**src/bt_pkg.sv**
```systemverilog
// Register map, field positions, reset values and timing constants of the tester
package bt_pkg;
  localparam logic [7:0] A_CTRL = 8'h00;
  localparam logic [7:0] A_LEN = 8'h04;
  localparam logic [7:0] A_TAP = 8'h08;
  localparam logic [7:0] A_PAT = 8'h0c;
  localparam logic [7:0] A_EINS = 8'h10;
  localparam logic [7:0] A_STAT = 8'h14;
  localparam logic [7:0] A_ERRC = 8'h18;
  localparam logic [7:0] A_BITC = 8'h1c;
  localparam logic [7:0] A_RXPAT = 8'h20;
  localparam logic [7:0] A_IEN = 8'h24;
  localparam int C_REP = 0, C_SYNC_EN = 1, C_RESYNC = 2, C_LOAD_CNT = 4, C_TX_LOAD = 7;
  localparam int E_SINGLE = 3;
  localparam int S_SYNC = 0, S_ALL1 = 1, S_ALL0 = 2, S_LOSS = 3;
  localparam int P_TL = 0, P_LC = 1, P_TEST = 2, P_TXCK = 3, P_RXCK = 4, P_RXD = 5;
  localparam logic [7:0] CTRL_RST = 8'h00;
  localparam logic [4:0] LEN_RST = 5'h1f;
  localparam logic [4:0] TAP_RST = 5'h00;
  localparam logic [31:0] PAT_RST = 32'h0000_0000;
  localparam logic [3:0] EINS_RST = 4'h0;
  localparam logic [3:0] IEN_RST = 4'h0;
  localparam int TX_MSB_EDGE = 3;
  localparam logic [1:0] TX_WAIT_INIT = 2'(TX_MSB_EDGE - 1);
  localparam logic [6:0] SYNC_BASE = 7'h22;
  localparam logic [4:0] LOSS_WIN_LAST = 5'h1f;
  localparam logic [2:0] LOSS_ERRS = 3'h6;
  typedef enum logic [1:0] {
    SYNC_OFF = 2'b00,
    SYNC_HUNT = 2'b01,
    SYNC_LOCK = 2'b10
  } bt_sync_t;
endpackage : bt_pkg

```
**src/bt_lfsr_if.sv**
```systemverilog
// Control and state signals between the tester and one shift register engine
`timescale 1ns/1ps
`default_nettype none
interface bt_lfsr_if;
  logic load;
  logic [31:0] seed;
  logic step;
  logic ext_en;
  logic ext_bit;
  logic rep_mode;
  logic [4:0] len_m1;
  logic [4:0] tap_b;
  logic [31:0] state;
  logic fb;
  logic out_bit;
  modport ctl (output load, seed, step, ext_en, ext_bit, rep_mode, len_m1, tap_b,
               input state, fb, out_bit);
  modport core (input load, seed, step, ext_en, ext_bit, rep_mode, len_m1, tap_b,
                output state, fb, out_bit);
endinterface : bt_lfsr_if
`default_nettype wire

```
**src/bt_lfsr.sv**
```systemverilog
// Programmable two-tap shift register used as pattern generator and as reference
`timescale 1ns/1ps
`default_nettype none
module bt_lfsr (
  // Clock and control
  input wire logic clk_i,
  input wire logic rst_n_i,
  input wire logic ce_i,
  // Engine port
  bt_lfsr_if.core p
);
  logic [31:0] state;
  wire tap_a_bit = state[p.len_m1];
  wire tap_b_bit = state[p.tap_b];
  wire fb_bit = p.rep_mode ? tap_a_bit : (tap_a_bit ^ tap_b_bit);
  wire in_bit = p.ext_en ? p.ext_bit : fb_bit;

  always_ff @(posedge clk_i or negedge rst_n_i) begin
    if (!rst_n_i) begin
      state <= 32'h0000_0000;
    end else if (ce_i) begin
      if (p.load) begin
        state <= p.seed;
      end else if (p.step) begin
        state <= {state[30:0], in_bit};
      end
    end
  end

  assign p.state = state;
  assign p.fb = fb_bit;
  assign p.out_bit = tap_a_bit;
endmodule : bt_lfsr
`default_nettype wire

```
**src/bt_tester.sv**
```systemverilog
// Bit error rate tester: AHB-Lite registers, pattern transmitter and receive checker
//
// Local design decisions: the AHB-Lite register port and the register offsets.
`timescale 1ns/1ps
`default_nettype none
// Functional notes
// A rising transmit load copies the pattern set register into the generator.
// Pattern MSB leaves on the third transmit clock rising edge after load.
// Transmit load pin and control bit 7 are ORed as load source.
// Test input high releases interrupt, bus data, serial data and sync-loss drivers; here the AHB read data is never released.
// Pseudorandom sync needs 34 plus n consecutive error-free received bits.
// While synchronized, status bit 0 is set and mismatching bits are counted.
// Pseudorandom check tests the polynomial; ones and zeros streams also pass; here only zeros pass, an all-ones stream never syncs.
// Repetitive check accepts any repeating pattern of the programmed length.
// Control register holds sync enable and resync bits for the synchronizer.
// Host qualifies sync with all-ones/zeros flags and the received pattern.
// Host sets integration period by spacing load count assertions.
// Host divides latched error count by latched bit count.
// Single error or one-in-ten to one-in-ten-million error rate insertion.
// First feedback tap always equals programmed length minus one.
// Second feedback tap is programmable to any bit position.
// Polynomials up to degree 32, repetitive patterns of 1 to 32 bits.
// Bit counter and error counter are 32 bits wide.
// Transmit and receive sections work independently.
// Host writes every register to a known value before relying on it.
// Rising load count, ORed with control bit 4, latches and clears counts.
// Active-high sync-loss output shows synchronizer state in real time.
// Active-low open-drain interrupt flags enabled status conditions.
// Host port captures the address first, data follows, select required.
// One bit sent per transmit clock edge, one taken per receive clock edge.
// An inserted error inverts the bit that would have been sent.
module bt_tester (
  // Clock, reset, enable
  input wire logic core_clk_i,
  input wire logic rstn_i,
  input wire logic ce_i,
  // AHB-Lite slave
  input wire logic hsel_i,
  input wire logic [31:0] haddr_i,
  input wire logic [1:0] htrans_i,
  input wire logic hwrite_i,
  input wire logic [2:0] hsize_i,
  input wire logic [31:0] hwdata_i,
  input wire logic hready_i,
  output logic [31:0] hrdata_o,
  output logic hreadyout_o,
  output logic hresp_o,
  // Control pins
  input wire logic transmit_load_i,
  input wire logic load_count_i,
  input wire logic test_i,
  // Transmit link
  input wire logic tx_bit_clock_i,
  output logic tx_data_o,
  output logic tx_data_oe_o,
  // Receive link
  input wire logic rx_bit_clock_i,
  input wire logic rx_data_i,
  output logic rx_sync_loss_o,
  output logic rx_sync_loss_oe_o,
  // Open-drain interrupt
  output logic int_n_o,
  output logic int_n_oe_o
);
  function automatic logic [31:0] len_mask(input logic [4:0] len_m1);
    len_mask = 32'hffff_ffff >> (5'h1f - len_m1);
  endfunction : len_mask

  function automatic logic [23:0] period_m1(input logic [2:0] k);
    case (k)
      3'h1: period_m1 = 24'd9;
      3'h2: period_m1 = 24'd99;
      3'h3: period_m1 = 24'd999;
      3'h4: period_m1 = 24'd9999;
      3'h5: period_m1 = 24'd99999;
      3'h6: period_m1 = 24'd999999;
      3'h7: period_m1 = 24'd9999999;
      default: period_m1 = 24'h00_0000;
    endcase
  endfunction : period_m1

  // Reset release
  logic [1:0] rst_ff;
  always_ff @(posedge core_clk_i or negedge rstn_i) begin
    if (!rstn_i) rst_ff <= 2'b00;
    else rst_ff <= {rst_ff[0], 1'b1};
  end
  wire rst_n = rst_ff[1];

  // Pin synchronisers, third stage for edge detection
  wire [5:0] pins_in = {rx_data_i, rx_bit_clock_i, tx_bit_clock_i, test_i, load_count_i,
                        transmit_load_i};
  logic [5:0] pin_m;
  logic [5:0] pin_s;
  logic [5:0] pin_q;
  always_ff @(posedge core_clk_i or negedge rst_n) begin
    if (!rst_n) begin
      pin_m <= 6'h00;
      pin_s <= 6'h00;
      pin_q <= 6'h00;
    end else if (ce_i) begin
      pin_m <= pins_in;
      pin_s <= pin_m;
      pin_q <= pin_s;
    end
  end

  // Software registers
  logic [7:0] ctrl;
  logic [4:0] len_m1;
  logic [4:0] tap_b;
  logic [31:0] pat_set;
  logic [3:0] eins;
  logic [3:0] ien;
  logic [31:0] errc_latch;
  logic [31:0] bitc_latch;
  logic [31:0] rdata;

  // AHB-Lite slave, no wait states while enabled
  logic wr_pend;
  logic [7:0] wr_addr;
  wire ahb_go = ce_i & hsel_i & htrans_i[1] & hready_i;
  wire wr_en = ce_i & wr_pend;
  wire wr_ctrl = wr_en & (wr_addr == bt_pkg::A_CTRL);
  wire wr_len = wr_en & (wr_addr == bt_pkg::A_LEN);
  wire wr_tap = wr_en & (wr_addr == bt_pkg::A_TAP);
  wire wr_pat = wr_en & (wr_addr == bt_pkg::A_PAT);
  wire wr_eins = wr_en & (wr_addr == bt_pkg::A_EINS);
  wire wr_ien = wr_en & (wr_addr == bt_pkg::A_IEN);
  wire resync_p = wr_ctrl & hwdata_i[bt_pkg::C_RESYNC];
  wire single_set = wr_eins & hwdata_i[bt_pkg::E_SINGLE];
  logic [31:0] rd_mux;
  logic [3:0] status;
  logic [31:0] rx_pat;

  always_comb begin
    case (haddr_i[7:0])
      bt_pkg::A_CTRL: rd_mux = {24'h00_0000, ctrl};
      bt_pkg::A_LEN: rd_mux = {27'h000_0000, len_m1};
      bt_pkg::A_TAP: rd_mux = {27'h000_0000, tap_b};
      bt_pkg::A_PAT: rd_mux = pat_set;
      bt_pkg::A_EINS: rd_mux = {28'h000_0000, eins};
      bt_pkg::A_STAT: rd_mux = {28'h000_0000, status};
      bt_pkg::A_ERRC: rd_mux = errc_latch;
      bt_pkg::A_BITC: rd_mux = bitc_latch;
      bt_pkg::A_RXPAT: rd_mux = rx_pat;
      bt_pkg::A_IEN: rd_mux = {28'h000_0000, ien};
      default: rd_mux = 32'h0000_0000;
    endcase
  end

  always_ff @(posedge core_clk_i or negedge rst_n) begin
    if (!rst_n) begin
      wr_pend <= 1'b0;
      wr_addr <= 8'h00;
      rdata <= 32'h0000_0000;
    end else if (ce_i) begin
      wr_pend <= ahb_go & hwrite_i;
      if (ahb_go) wr_addr <= haddr_i[7:0];
      if (ahb_go && !hwrite_i) rdata <= rd_mux;
    end
  end

  logic single_pend;
  logic tx_inject;
  always_ff @(posedge core_clk_i or negedge rst_n) begin
    if (!rst_n) begin
      ctrl <= bt_pkg::CTRL_RST;
      len_m1 <= bt_pkg::LEN_RST;
      tap_b <= bt_pkg::TAP_RST;
      pat_set <= bt_pkg::PAT_RST;
      eins <= bt_pkg::EINS_RST;
      ien <= bt_pkg::IEN_RST;
    end else if (ce_i) begin
      if (wr_ctrl) ctrl <= hwdata_i[7:0] & ~(8'h01 << bt_pkg::C_RESYNC);
      if (wr_len) len_m1 <= hwdata_i[4:0];
      if (wr_tap) tap_b <= hwdata_i[4:0];
      if (wr_pat) pat_set <= hwdata_i;
      if (wr_eins) eins <= {1'b0, hwdata_i[2:0]};
      if (wr_ien) ien <= hwdata_i[3:0];
    end
  end

  assign hrdata_o = rdata;
  assign hreadyout_o = ce_i;
  assign hresp_o = 1'b0;

  // Load sources and link clock edges
  wire tl_src = pin_s[bt_pkg::P_TL] | ctrl[bt_pkg::C_TX_LOAD];
  wire lc_src = pin_s[bt_pkg::P_LC] | ctrl[bt_pkg::C_LOAD_CNT];
  logic tl_q;
  logic lc_q;
  always_ff @(posedge core_clk_i or negedge rst_n) begin
    if (!rst_n) begin
      tl_q <= 1'b0;
      lc_q <= 1'b0;
    end else if (ce_i) begin
      tl_q <= tl_src;
      lc_q <= lc_src;
    end
  end
  wire load_evt = ce_i & tl_src & ~tl_q;
  wire lc_evt = ce_i & lc_src & ~lc_q;
  wire tx_edge = ce_i & pin_s[bt_pkg::P_TXCK] & ~pin_q[bt_pkg::P_TXCK];
  wire rx_edge = ce_i & pin_s[bt_pkg::P_RXCK] & ~pin_q[bt_pkg::P_RXCK];
  wire test_on = pin_s[bt_pkg::P_TEST];

  // Transmit section, its own engine
  bt_lfsr_if t_if ();
  bt_lfsr u_tx_gen (.clk_i(core_clk_i), .rst_n_i(rst_n), .ce_i(ce_i), .p(t_if.core));
  logic [1:0] tx_wait;
  logic [23:0] ei_cnt;
  logic tx_bit;
  wire tx_step = tx_edge & (tx_wait == 2'h0) & ~load_evt;
  wire [2:0] ei_rate = eins[2:0];
  wire rate_hit = (ei_rate != 3'h0) & (ei_cnt == period_m1(ei_rate));
  assign tx_inject = single_pend | rate_hit;
  assign t_if.load = load_evt;
  assign t_if.seed = pat_set & len_mask(len_m1);
  assign t_if.step = tx_step;
  assign t_if.ext_en = 1'b0;
  assign t_if.ext_bit = 1'b0;
  assign t_if.rep_mode = ctrl[bt_pkg::C_REP];
  assign t_if.len_m1 = len_m1;
  assign t_if.tap_b = tap_b;

  always_ff @(posedge core_clk_i or negedge rst_n) begin
    if (!rst_n) begin
      tx_wait <= 2'h0;
      ei_cnt <= 24'h00_0000;
      tx_bit <= 1'b0;
      single_pend <= 1'b0;
    end else if (ce_i) begin
      if (load_evt) tx_wait <= bt_pkg::TX_WAIT_INIT;
      else if (tx_edge && tx_wait != 2'h0) tx_wait <= tx_wait - 2'h1;
      if (tx_step) tx_bit <= t_if.out_bit ^ tx_inject;
      if (tx_step) ei_cnt <= rate_hit || ei_rate == 3'h0 ? 24'h00_0000 : ei_cnt + 24'h1;
      single_pend <= (single_pend & ~tx_step) | single_set;
    end
  end

  // Receive section, reference engine follows data until lock
  bt_lfsr_if r_if ();
  bt_lfsr u_rx_ref (.clk_i(core_clk_i), .rst_n_i(rst_n), .ce_i(ce_i), .p(r_if.core));
  bt_pkg::bt_sync_t sync_st;
  bt_pkg::bt_sync_t next_sync_st;
  logic [6:0] match_cnt;
  logic [4:0] win_cnt;
  logic [2:0] win_err;
  logic [31:0] bit_cnt;
  logic [31:0] err_cnt;
  logic loss_q;
  wire rx_bit = pin_s[bt_pkg::P_RXD];
  wire locked = (sync_st == bt_pkg::SYNC_LOCK);
  wire mismatch = rx_bit ^ r_if.fb;
  wire [6:0] sync_need = bt_pkg::SYNC_BASE + {2'b00, len_m1} + 7'h1;
  wire [31:0] rx_mask = len_mask(len_m1);
  assign r_if.load = 1'b0;
  assign r_if.seed = 32'h0000_0000;
  assign r_if.step = rx_edge;
  assign r_if.ext_en = ~locked;
  assign r_if.ext_bit = rx_bit;
  assign r_if.rep_mode = ctrl[bt_pkg::C_REP];
  assign r_if.len_m1 = len_m1;
  assign r_if.tap_b = tap_b;
  assign rx_pat = r_if.state & rx_mask;
  wire all1 = (rx_pat == rx_mask);
  wire all0 = (rx_pat == 32'h0000_0000);
  wire win_lost = locked & rx_edge & mismatch & (win_err == bt_pkg::LOSS_ERRS - 3'h1);

  always_comb begin
    next_sync_st = sync_st;
    case (sync_st)
      bt_pkg::SYNC_OFF: next_sync_st = bt_pkg::SYNC_HUNT;
      bt_pkg::SYNC_HUNT: begin
        if (rx_edge && !mismatch && match_cnt == sync_need - 7'h1) begin
          next_sync_st = bt_pkg::SYNC_LOCK;
        end
      end
      bt_pkg::SYNC_LOCK: begin
        if (win_lost) next_sync_st = bt_pkg::SYNC_HUNT;
      end
      default: next_sync_st = bt_pkg::SYNC_OFF;
    endcase
    if (resync_p) next_sync_st = bt_pkg::SYNC_HUNT;
    if (!ctrl[bt_pkg::C_SYNC_EN]) next_sync_st = bt_pkg::SYNC_OFF;
  end

  wire cnt_bit = rx_edge & locked;
  wire cnt_err = cnt_bit & mismatch;
  wire [31:0] bit_base = lc_evt ? 32'h0000_0000 : bit_cnt;
  wire [31:0] err_base = lc_evt ? 32'h0000_0000 : err_cnt;

  always_ff @(posedge core_clk_i or negedge rst_n) begin
    if (!rst_n) begin
      sync_st <= bt_pkg::SYNC_OFF;
      match_cnt <= 7'h00;
      win_cnt <= 5'h00;
      win_err <= 3'h0;
    end else if (ce_i) begin
      sync_st <= next_sync_st;
      if (sync_st != bt_pkg::SYNC_HUNT || resync_p) match_cnt <= 7'h00;
      else if (rx_edge) match_cnt <= mismatch ? 7'h00 : match_cnt + 7'h1;
      if (!locked || win_lost) begin
        win_cnt <= 5'h00;
        win_err <= 3'h0;
      end else if (rx_edge) begin
        win_cnt <= win_cnt + 5'h1;
        if (win_cnt == bt_pkg::LOSS_WIN_LAST) win_err <= {2'b00, mismatch};
        else win_err <= win_err + {2'b00, mismatch};
      end
    end
  end

  always_ff @(posedge core_clk_i or negedge rst_n) begin
    if (!rst_n) begin
      bit_cnt <= 32'h0000_0000;
      err_cnt <= 32'h0000_0000;
      bitc_latch <= 32'h0000_0000;
      errc_latch <= 32'h0000_0000;
      loss_q <= 1'b1;
    end else if (ce_i) begin
      bit_cnt <= bit_base + {31'h0, cnt_bit};
      err_cnt <= err_base + {31'h0, cnt_err};
      if (lc_evt) bitc_latch <= bit_cnt;
      if (lc_evt) errc_latch <= err_cnt;
      loss_q <= (next_sync_st != bt_pkg::SYNC_LOCK);
    end
  end

  // Status and pin drivers
  assign status = {loss_q, all0, all1, locked};
  wire int_act = |(status & ien);
  assign tx_data_o = tx_bit;
  assign tx_data_oe_o = ~test_on;
  assign rx_sync_loss_o = loss_q;
  assign rx_sync_loss_oe_o = ~test_on;
  assign int_n_o = 1'b0;
  assign int_n_oe_o = int_act & ~test_on;
endmodule : bt_tester
`default_nettype wire

```
**config.mk**
```make
export PLATFORM = sky130hd
export DESIGN_NAME = bt_tester
export DESIGN_NICKNAME = d
export VERILOG_FILES = /design/src/bt_pkg.sv /design/src/bt_lfsr_if.sv /design/src/bt_lfsr.sv /design/src/bt_tester.sv
export SDC_FILE = /design/constraint.sdc
export NUM_CORES = 1
export LEC_CHECK = 0
export BUFFER_PORTS_ARGS = -buffer_cell sky130_fd_sc_hd__buf_2
export CORE_MARGIN = 1.5
export CORE_UTILIZATION = 50
export CTS_BUF_LIST = sky130_fd_sc_hd__clkbuf_4 sky130_fd_sc_hd__clkbuf_8
export CTS_CLUSTER_SIZE = 12
export DETAILED_ROUTE_END_ITERATION = 6
export HOLD_SLACK_MARGIN = 0.02
export PLACE_DENSITY = 0.73
export SYNTH_ARGS = -nofsm -noshare
export SYNTH_HDL_FRONTEND = slang
export SYNTH_SLANG_ARGS = --single-unit
```
**constraint.sdc**
```tcl
create_clock -name core_clk_i -period 12.47 [get_ports core_clk_i]
set_input_delay 1.8705 -clock core_clk_i [delete_from_list [all_inputs] [get_ports core_clk_i]]
set_output_delay 1.8705 -clock core_clk_i [all_outputs]
set_load 0.02 [all_outputs]
```
## Word-level counts from Yosys, hierarchy flattened

Cells that the tools add are included.

- Register bits: 356
- Bits of input ports: 81
- Output and inout bits: 40
- Logic and storage cells: 192

- $add $sub $neg: 11
- Magnitude comparators: 2
- Equality and inequality tests: 30
- Shifts and indexed selects: 1
- Muxes and demuxes: 33
- Bitwise gates (word level): 47
- Reduce and logical (&&, ||, !) cells: 38

Operator list:

| kind | number |
|---|---|
| case mux 32 bit (10 select lines) | 1 |
| case mux 24 bit (7 select lines) | 1 |
| two-way mux 32 bit | 4 |
| adder 32 x 1 -> 32 bit | 2 |
| bitwise AND 32 bit | 2 |
| == test 8 x 5 -> 1 bit (second input constant) | 5 |
| == test 32 bit | 1 |
| == test 8 x 4 -> 1 bit (second input constant) | 4 |
| zero test 32 bit | 1 |
| right shift 32 x 5 -> 32 bit (first input constant) | 1 |
| AND reduction 2 bit | 15 |
| bitwise AND 1 bit | 29 |
| adder 24 x 1 -> 24 bit (second input constant) | 1 |
| == test 24 bit | 1 |
| == test 8 x 6 -> 1 bit (second input constant) | 3 |
| two-way mux 24 bit | 1 |
| two-way mux 7 bit | 3 |
| binary-select mux 1 bit (select 5 bit) | 4 |
| == test 8 x 3 -> 1 bit (second input constant) | 2 |
| zero test 8 bit | 2 |
| == test 3 bit (second input constant) | 5 |
| adder 7 x 1 -> 7 bit (second input constant) | 2 |
| < comparator 5 x 6 -> 1 bit (second input constant) | 2 |
| two-way mux 2 bit | 6 |
| 30 further kinds | 64 |

## Logic depth before layout (Yosys ltp)

Gate-level depths: netlist (run 1).

- Depth in word-level cells: 13
- Depth in mapped cells: 18
- Mapped depth without buffers: 15

## By module

From an unflattened synthesis (run 1), not the netlist that was laid out.

- Cell total of the unflattened synthesis: 1,999
- Area, all modules: 19,301.0 µm²

Modules (own cells, without submodules):

| module | times used | cells an instance | area each (µm²) |
|---|---|---|---|
| bt_tester | 1 | 1,617 | 15,132.0 |
| bt_lfsr | 2 | 191 | 2,084.5 |

## Worst setup path after synthesis (run 1)

Ideal clock, no wire load.

- Kind: input to register
- Start: input ce_i
- End: register err_cnt[28]
- Setup time: 132 ps
- Arrival time: 5,126 ps
- Required time: 12,338 ps
- Setup slack: 7,212 ps
- Cell stages on the path: 17
- Buffers on the path: 3
- Path through: clkbuf_1 > clkbuf_1 > nand2_1 > nor2_1 > clkbuf_1 > nand2_1 > inv_1 > and2_1 > ha_1 > ha_1 > and3_1 > o2111ai_1 > or2_1 > nor4_1 > nand4_1 > xor2_1 > nor2_1

- Word-level cells in the longest chain between the ends: 5
- Elaborated cells on any way between the ends: 8

RTL lines:

| what | line | source |
|---|---|---|
| start: declaration | bt_tester.sv:36 | `input wire logic ce_i,` |
| bitwise AND 1 bit (2 in a row) | bt_tester.sv:205 | `wire rx_edge = ce_i & pin_s[bt_pkg::P_RXCK] & ~pin_q[bt_pkg::P_RXCK];` |
| bitwise AND 1 bit | bt_tester.sv:289 | `wire cnt_bit = rx_edge & locked;` |
| bitwise AND 1 bit | bt_tester.sv:290 | `wire cnt_err = cnt_bit & mismatch;` |
| adder 32 x 1 -> 32 bit | bt_tester.sv:324 | `err_cnt <= err_base + {31'h0, cnt_err};` |
| end signal: assignment | bt_tester.sv:324 |  |
| end: declaration | bt_tester.sv:251 | `logic [31:0] err_cnt;` |

Parallel ways exist; a longest one is shown, timed or not.
A chain may end at the register's enable or synchronous reset.

## Worst setup path in the final report (run 1)

- Start: register len_m1[1]
- End: output int_n_oe_o

- Word-level cells in the longest chain between the ends: 7
- Elaborated cells on any way between the ends: 8

RTL lines:

| what | line | source |
|---|---|---|
| start: declaration | bt_tester.sv:110 | `logic [4:0] len_m1;` |
| start signal: assignment | bt_tester.sv:169 | `len_m1 <= bt_pkg::LEN_RST;` |
| start signal: assignment | bt_tester.sv:176 | `if (wr_len) len_m1 <= hwdata_i[4:0];` |
| subtractor 5 bit (*) | bt_tester.sv:66 | `len_mask = 32'hffff_ffff >> (5'h1f - len_m1);` |
| right shift 32 x 5 -> 32 bit (*) | bt_tester.sv:66 |  |
| bitwise AND 32 bit | bt_tester.sv:266 | `assign rx_pat = r_if.state & rx_mask;` |
| == test 32 bit or zero test 32 bit (tied branches) | bt_tester.sv:267, bt_tester.sv:268 |  |
| bitwise AND 4 bit (*) | bt_tester.sv:333 | `wire int_act = \|(status & ien);` |
| OR reduction 4 bit (*) | bt_tester.sv:333 |  |
| bitwise AND 1 bit (*) | bt_tester.sv:339 | `assign int_n_oe_o = int_act & ~test_on;` |
| end: declaration | bt_tester.sv:63 | `output logic int_n_oe_o` |

Every way passes the cells marked *; elsewhere a longest branch is shown, timed or not.

==> impl_metrics.ini, run 1 <==
[grt]
gr-total-overflow = 0
grt_max_degree = 174
grt_pass1_wl_microns = 81700
antenna_found_initial = 1
grt_pass1_vias = 14740
track_usage = 0.272

[critical_path]
cp-start-kind = flip-flop
worstPathRequired_ps = 10600
end_kind = output pin
worstSetupPathType = reg -> out
cp.arrival_ps = 4530
cp_max_fo = 33

[clock_network]
ctsHtreeMaxLevel = 2
cts_hold_buf = 0
clock_sinks = 353
post_cts_buffers = 0
cts_resized = 0
cts.path.max_buffers = 3
cts_buffers = 60
cts_tree = built
clk_latency_ps = 690
cts_root_buf = clkbuf_8
path_clk_slew_ps = 60

[yosys]
synth_compound_area_frac = 0.129
synth_warnings = 0
synth_seq_cells = 353
yosysSeqAreaShare = 0.483
synth.area.mux_share = 0.115
yosys.area_share.xor_xnor = 0.0390
synth-simple-area-share = 0.186
syn-cell-area_sq_mm = 0.0183
ys_types = 84
synthCells = 1850
synth_area_per_cell_sq_um = 9.89
synth_ff_type = dfrtp_1
synth_top_family_by_area = simple AND/OR/NAND/NOR gates
synthAdderAreaFrac = 0.0130
synth-edff-count = 0
async_reset_ff_frac = 1.00

[layout]
nets = 2000
utilization = 0.568
syn2layout_area_growth_pct = 11.2
n_antenna_cell = 0
drive_gt1_frac = 0.166

[route]
via_per_inst = 6.19
ant_nets = 0
drtIter0Drc = 1573
route.detailed.drc = 4
wl_per_cell_microns = 21.0
drt_wl_total_microns = 50500
firstDrtPassIters = 7
via_count = 14922

[sta]
fin_ws_ps = 6070
fin_crit_sh = 0.513
fmaxAchievable_mhz = 156
slew_headroom = 0.281
hold_viol_final = 0
final.setup.tns_ps = 0
fin_worst_skew_ps = 50.7
slew_viol_final = 0
rsz0062_at_grt = false
period_minus_slack_ps = 6400
setup_viol = 0
worst_slew_pin_slew_ps = 1070

[die]
dieArea_sq_mm = 0.0378
rows = 69
die_height_microns = 194
initial_core_util = 0.511
core_area_sq_mm = 0.0358
io_pins = 121
die_w_microns = 194

[power_and_ir_drop]
ir_drop_mv = 0.0914
p_leak_nw = 9.69
finalPower_mw = 2.85
power_density_mw_per_mm2 = 140

[place]
portBuffers = 90
place_congestion = 0.931
pre_cts_ws_ps = 6410
place_hpwl_microns = 33700

[run_status]
violations = DRC
status = complete, but fails checks

[hold_path]
hp-class = reg -> reg

[run]
cap_violations = 0
final timing paths:
path                                  startpoint                               end  slack [ps]  cells past startpoint
setup / recovery           len_m1[1]$_DFFE_PN1P_                        int_n_oe_o        6070                     11
hold / removal               rst_ff[0]$_DFF_PN0_               rst_ff[1]$_DFF_PN0_         360                      0
setup reg to reg           len_m1[1]$_DFFE_PN1P_           err_cnt[28]$_DFFE_PN0P_        6400                     15
hold reg to reg              rst_ff[0]$_DFF_PN0_               rst_ff[1]$_DFF_PN0_         360                      0
max in group asynchronous    rst_ff[1]$_DFF_PN0_  u_tx_gen.p.state[26]$_DFFE_PN0P_        9900                      2
min in group asynchronous    rst_ff[1]$_DFF_PN0_            tx_wait[1]$_DFFE_PN0P_         400                      0
flip-flops by register name, summed over array words and instances (netlist names), 32 cells and up:
| signal | cells |
|---|---|
| bit_cnt | 32 |
| bitc_latch | 32 |
| err_cnt | 32 |
| errc_latch | 32 |
| hrdata_o | 32 |
| pat_set | 32 |
| u_rx_ref.p.state | 32 |
| u_tx_gen.p.state | 32 |
placed cells by master, fill, tap and decap left out, types with 31 or more instances in the layout:
| cell | synthesis | final |
|---|---|---|
| mux2_2 | 48 | 48 |
| nand2_1 | 382 | 382 |
| a21oi_1 | 45 | 45 |
| mux2_1 | 31 | 31 |
| clkbuf_8 | 0 | 77 |
| xor2_1 | 54 | 54 |
| mux2i_1 | 42 | 42 |
| o21ai_1 | 51 | 51 |
| buf_2 | 12 | 90 |
| inv_1 | 35 | 35 |
| nor2_1 | 109 | 103 |
| dfrtp_1 | 347 | 346 |
| mux4_2 | 34 | 34 |
| nand3_1 | 73 | 71 |
| o21ai_0 | 59 | 59 |
per-stage QoR:
step                      hold slack (ps)  cell area [sq um]  std cells
after floorplan                       331              18300       1851
after global placement                338              19000       2303
after detailed placement              349              19000       2303
after CTS                             363              20300       2409
after global routing                  392              20300       2409
final                                 360              20300       2409
metal layers:
layer / part of all wire / track usage / vias up
met5: 0.00024 / 0 / -
met4: 0.032 / 0.100 / 2
met3: 0.082 / 0.0576 / 130
met2: 0.47 / 0.429 / 646
met1: 0.42 / 0.372 / 7423
li1: - / - / 6721
cell families after synthesis:
group / after synthesis
mux: 156
compound gates: 338
simple gates: 743
flops: 353
other cells: 2
buf+inv: 158
fa+ha+maj: 20
xor+xnor: 80
synthesized netlist by cell type (25+ instances only):
cell type / count / area, sq um
o21ai_1: 51 / 255
a21oi_1: 45 / 225
nand4_1: 25 / 156
o21ai_0: 59 / 295
nor2_1: 109 / 409
nand2_1: 382 / 1430
inv_1: 35 / 131
dfrtp_1: 347 / 8680
clkbuf_1: 80 / 300
mux2i_1: 42 / 420
xnor2_1: 25 / 219
mux2_2: 48 / 541
mux4_2: 34 / 766
and3_1: 25 / 156
nand3_1: 73 / 365
xor2_1: 54 / 473
mux2_1: 31 / 349
power by group:
part           internal [mW]  switching (mW)  total, mW
combinational          0.146           0.207      0.354
clock                  0.633           0.487       1.12
sequential              1.22           0.154       1.38
critical path, stage by stage (launching register included):
cell and delay, ps:
dfstp_2 630, ha_1 390, inv_1 70, ha_1 400
nor2b_1 90, a2111oi_0 400, o2111ai_1 170, a2111o_1 430
nor4_1 710, a222oi_1 240, a21oi_1 170, buf_2 180
area by class of cell:
cell class,count,area [sq um]
multi-input cells,1340,8860
well taps,461,577
clock buffers,96,1200
clock inverters,10,106
inverters,40,150
flip-flops and latches,353,8840
fillers,3062,15500
repair buffers,109,606
No activity file was read; power rests on OpenSTA's default activity.
==> inputs of run 2 (changes only) <==
--- a/config.mk
+++ b/config.mk
@@ -5,6 +5,7 @@
 export SDC_FILE = /design/constraint.sdc
 export NUM_CORES = 1
 export LEC_CHECK = 0
+export ABC_AREA = 1
 export BUFFER_PORTS_ARGS = -buffer_cell sky130_fd_sc_hd__buf_2
 export CORE_MARGIN = 1.5
 export CORE_UTILIZATION = 50
@@ -12,7 +13,7 @@
 export CTS_CLUSTER_SIZE = 12
 export DETAILED_ROUTE_END_ITERATION = 6
 export HOLD_SLACK_MARGIN = 0.02
-export PLACE_DENSITY = 0.73
+export PLACE_DENSITY = 0.75
 export SYNTH_ARGS = -nofsm -noshare
 export SYNTH_HDL_FRONTEND = slang
 export SYNTH_SLANG_ARGS = --single-unit
==> constraint.sdc (replaced) <==
create_clock -name core_clk_i -period 5.21 [get_ports core_clk_i]
set_input_delay 0.7815 -clock core_clk_i [delete_from_list [all_inputs] [get_ports core_clk_i]]
set_output_delay 0.7815 -clock core_clk_i [all_outputs]
set_load 0.02 [all_outputs]
==> impl_metrics.ini, run 2 <==
[route]
wl_met1_microns = 23200
firstDrtPassIters = 6
highest_layer = met4
routed-wl-met3_microns = 4620
route.detailed.drc = 0
ant_nets = 0
drtIter0Drc = 1853
dr_wl_met2_microns = 24900
via_count = 16858
wl_per_cell_microns = 18.4
via_per_inst = 5.65
drt_wl_total_microns = 54900

[yosys]
yosysSeqAreaShare = 0.469
synthCells = 2363
synth_area_per_cell_sq_um = 7.98
synth_top_area_cell = dfrtp_1
ys_top_cells_by_area = dfrtp_1, nand2_1, o21ai_0
synth_seq_cells = 353
synth-edff-count = 0
async_reset_ff_frac = 1.00
syn-cell-area_sq_mm = 0.0189
synth_common_cells = nand2_1, dfrtp_1, inv_1, o21ai_0, nor2_1
netlist.area_leader.share = 0.461
synth_warnings = 0
ys_types = 58
synth_ff_type = dfrtp_1
synth.most_common_cell = nand2_1

[clock_network]
clock_sinks = 353
ctsHtreeMaxLevel = 2
cts_tree = built
post_cts_buffers = 0
cts_buffers = 59
cts.path.max_buffers = 3
cts_root_buf = clkbuf_8
clk_latency_ps = 680
path_clk_slew_ps = 60

[layout]
mostFrequentLayoutCells = nand2_1, dfrtp_1, inv_1, o21ai_0, nor2_1
multiInputGateArea_sq_mm = 0.00842
n_antenna_cell = 0
syn2layout_area_growth_pct = 11.0
nets = 2534
seq_area_sq_mm = 0.00884
fillers = 3354
final_common_cell = nand2_1
finalNonFillerCells = 2985
drive_gt1_frac = 0.134

[die]
dieArea_sq_mm = 0.0389
die_w_microns = 197
initial_core_util = 0.511
die_height_microns = 197
io_pins = 121
rows = 70
core_area_sq_mm = 0.0369

[grt]
antenna_found_initial = 0
grt_pass1_vias = 16342
grt_pass1_wl_microns = 87700
track_usage = 0.288
grt_max_degree = 146
gr-total-overflow = 0

[place]
place_hpwl_microns = 39400
placedCellCount = 2880
pre_cts_ws_ps = 683
portBuffers = 90
place_congestion = 0.951

[sta]
fin_ws_ps = 590
hold_viol_final = 0
final.setup.tns_ps = 0
worst_slew_pin_slew_ps = 1170
timing.hold.ws_ps = 139
fin_worst_skew_ps = 29.1
slew_viol_final = 0
fmaxAchievable_mhz = 216
fin_crit_sh = 0.887
setup_viol = 0
rsz0062_at_grt = false
slew_headroom = 0.218
period_minus_slack_ps = 4620

[power_and_ir_drop]
finalPower_mw = 7.39
power_density_mw_per_mm2 = 353
ir_drop_mv = 0.171
p_leak_nw = 9.73

[critical_path]
worstPathRequired_ps = 4430
crit_path_frequent_cell = inv_1
cp-start-kind = flip-flop
path_buf_inv = 4
end_kind = output pin
cp.arrival_ps = 3840
cp_max_fo = 22
worstSetupPathType = reg -> out
crit_family = simple AND/OR/NAND/NOR gates
path_cells = inv_1 > ha_1 > inv_1 > o21ai_0 > nor2_1 > nor3_1 > nand4_1 > nor2_1 > nand3_1 > nand4_1 > nand2_1 > inv_1 > buf_2
crit_path_max_incr_delay_ps = 870
cp_slowest_cell = dfstp_2

[hold_path]
hp-class = reg -> async

[run_status]
status = finished, final reports clean

[run]
cap_violations = 0
==> run 2: changes by cell type after synthesis, moves of 27 or more <==
| cell | change |
|---|---|
| o21ai_0 | +179 |
| a21oi_1 | +31 |
| mux2_2 | -31 |
| clkbuf_1 | -31 |
| mux4_2 | -34 |
| mux2i_1 | -42 |
| nor2_1 | +65 |
| o21ai_1 | -41 |
| o22ai_1 | +27 |
| nand2_1 | +219 |
| nand3_1 | +49 |
| inv_1 | +240 |
| mux2_1 | -31 |
==> run 2: worst reg2reg max path: stages, from the launching register on <==
cell and delay (ps):
dfstp_2 870, inv_1 410, nand3_1 190, nand2_1 90, nand2_1 60, nand2_1 50
nor2_1 100, nand2_1 70, nand2_2 80, nand4_2 190, nand3_2 180, nand2_4 80
nor3_1 270, ha_1 270, ha_1 190, nand2_1 100, nor2_4 140, nand3_2 110
nor2_4 130, nand4_2 140, nor2_4 170, nand4_2 160, nor3_2 200, nand3_1 120
xor2_1 160
==> run 2: final cells by class <==
cell class,instances,share of cell area
Clock buffer,97,0.0572
Clock inverter,7,0.00323
Inverter,294,0.0533
Multi-Input combinational cell,1616,0.402
Sequential cell,353,0.423
Tap cell,504,0.0301
Timing Repair Buffer,114,0.0314
==> run 2: through the flow <==
step / cell area (sq um) / util
6_report: 20900 / 0.568
5_1_grt: 20900 / 0.568
4_1_cts: 20900 / 0.568
3_5_place_dp: 19700 / 0.533
3_3_place_gp: 19700 / 0.533
2_1_floorplan: 18900 / -
==> run 2: kinds of logic after synthesis <==
logic type,count (synthesis),share of synthesized area
other,2,0.000398
XOR/XNOR,84,0.0390
AND/OR/NAND/NOR,1049,0.249
flip-flops,353,0.469
buffers and inverters,395,0.0857
multiplexers,17,0.0102
adder cells (fa/ha/maj),15,0.00995
AO/OA/AOI/OAI,448,0.137
==> run 2: worst paths after layout <==
path	from	endpoint	slack [ps]	cells past startpoint
min in group core_clk_i	test_i	pin_m[2]$_DFFE_PN0P_	310	3
min reg2reg	rst_ff[1]$_DFF_PN0_	win_cnt[4]$_DFFE_PN0P_	140	0
max reg2reg	len_m1[1]$_DFFE_PN1P_	err_cnt[26]$_DFFE_PN0P_	600	24
min	rst_ff[1]$_DFF_PN0_	win_cnt[4]$_DFFE_PN0P_	140	0
max	len_m1[1]$_DFFE_PN1P_	int_n_oe_o	590	13
max in group asynchronous	rst_ff[1]$_DFF_PN0_	ei_cnt[15]$_DFFE_PN0P_	3800	1
==> run 2: report_power, final <==
group | total (mW) | internal (mW) | switching [mW]
clock network | 2.61 | 1.46 | 1.16
logic | 1.31 | 0.434 | 0.872
registers | 3.47 | 3.10 | 0.374
total | 7.39 | 4.99 | 2.40
==> run 2: timing repair <==
item	4_1_cts	5_1_grt
hold buffers	1	0
gates resized for setup	0	0
hold endpoints to repair	2	0
==> run 2: layer usage <==
layer | track usage | vias to the layer above
met5 | 0 | -
met4 | 0.130 | 0
met3 | 0.0483 | 142
met2 | 0.450 | 734
met1 | 0.395 | 8091
li1 | - | 7891
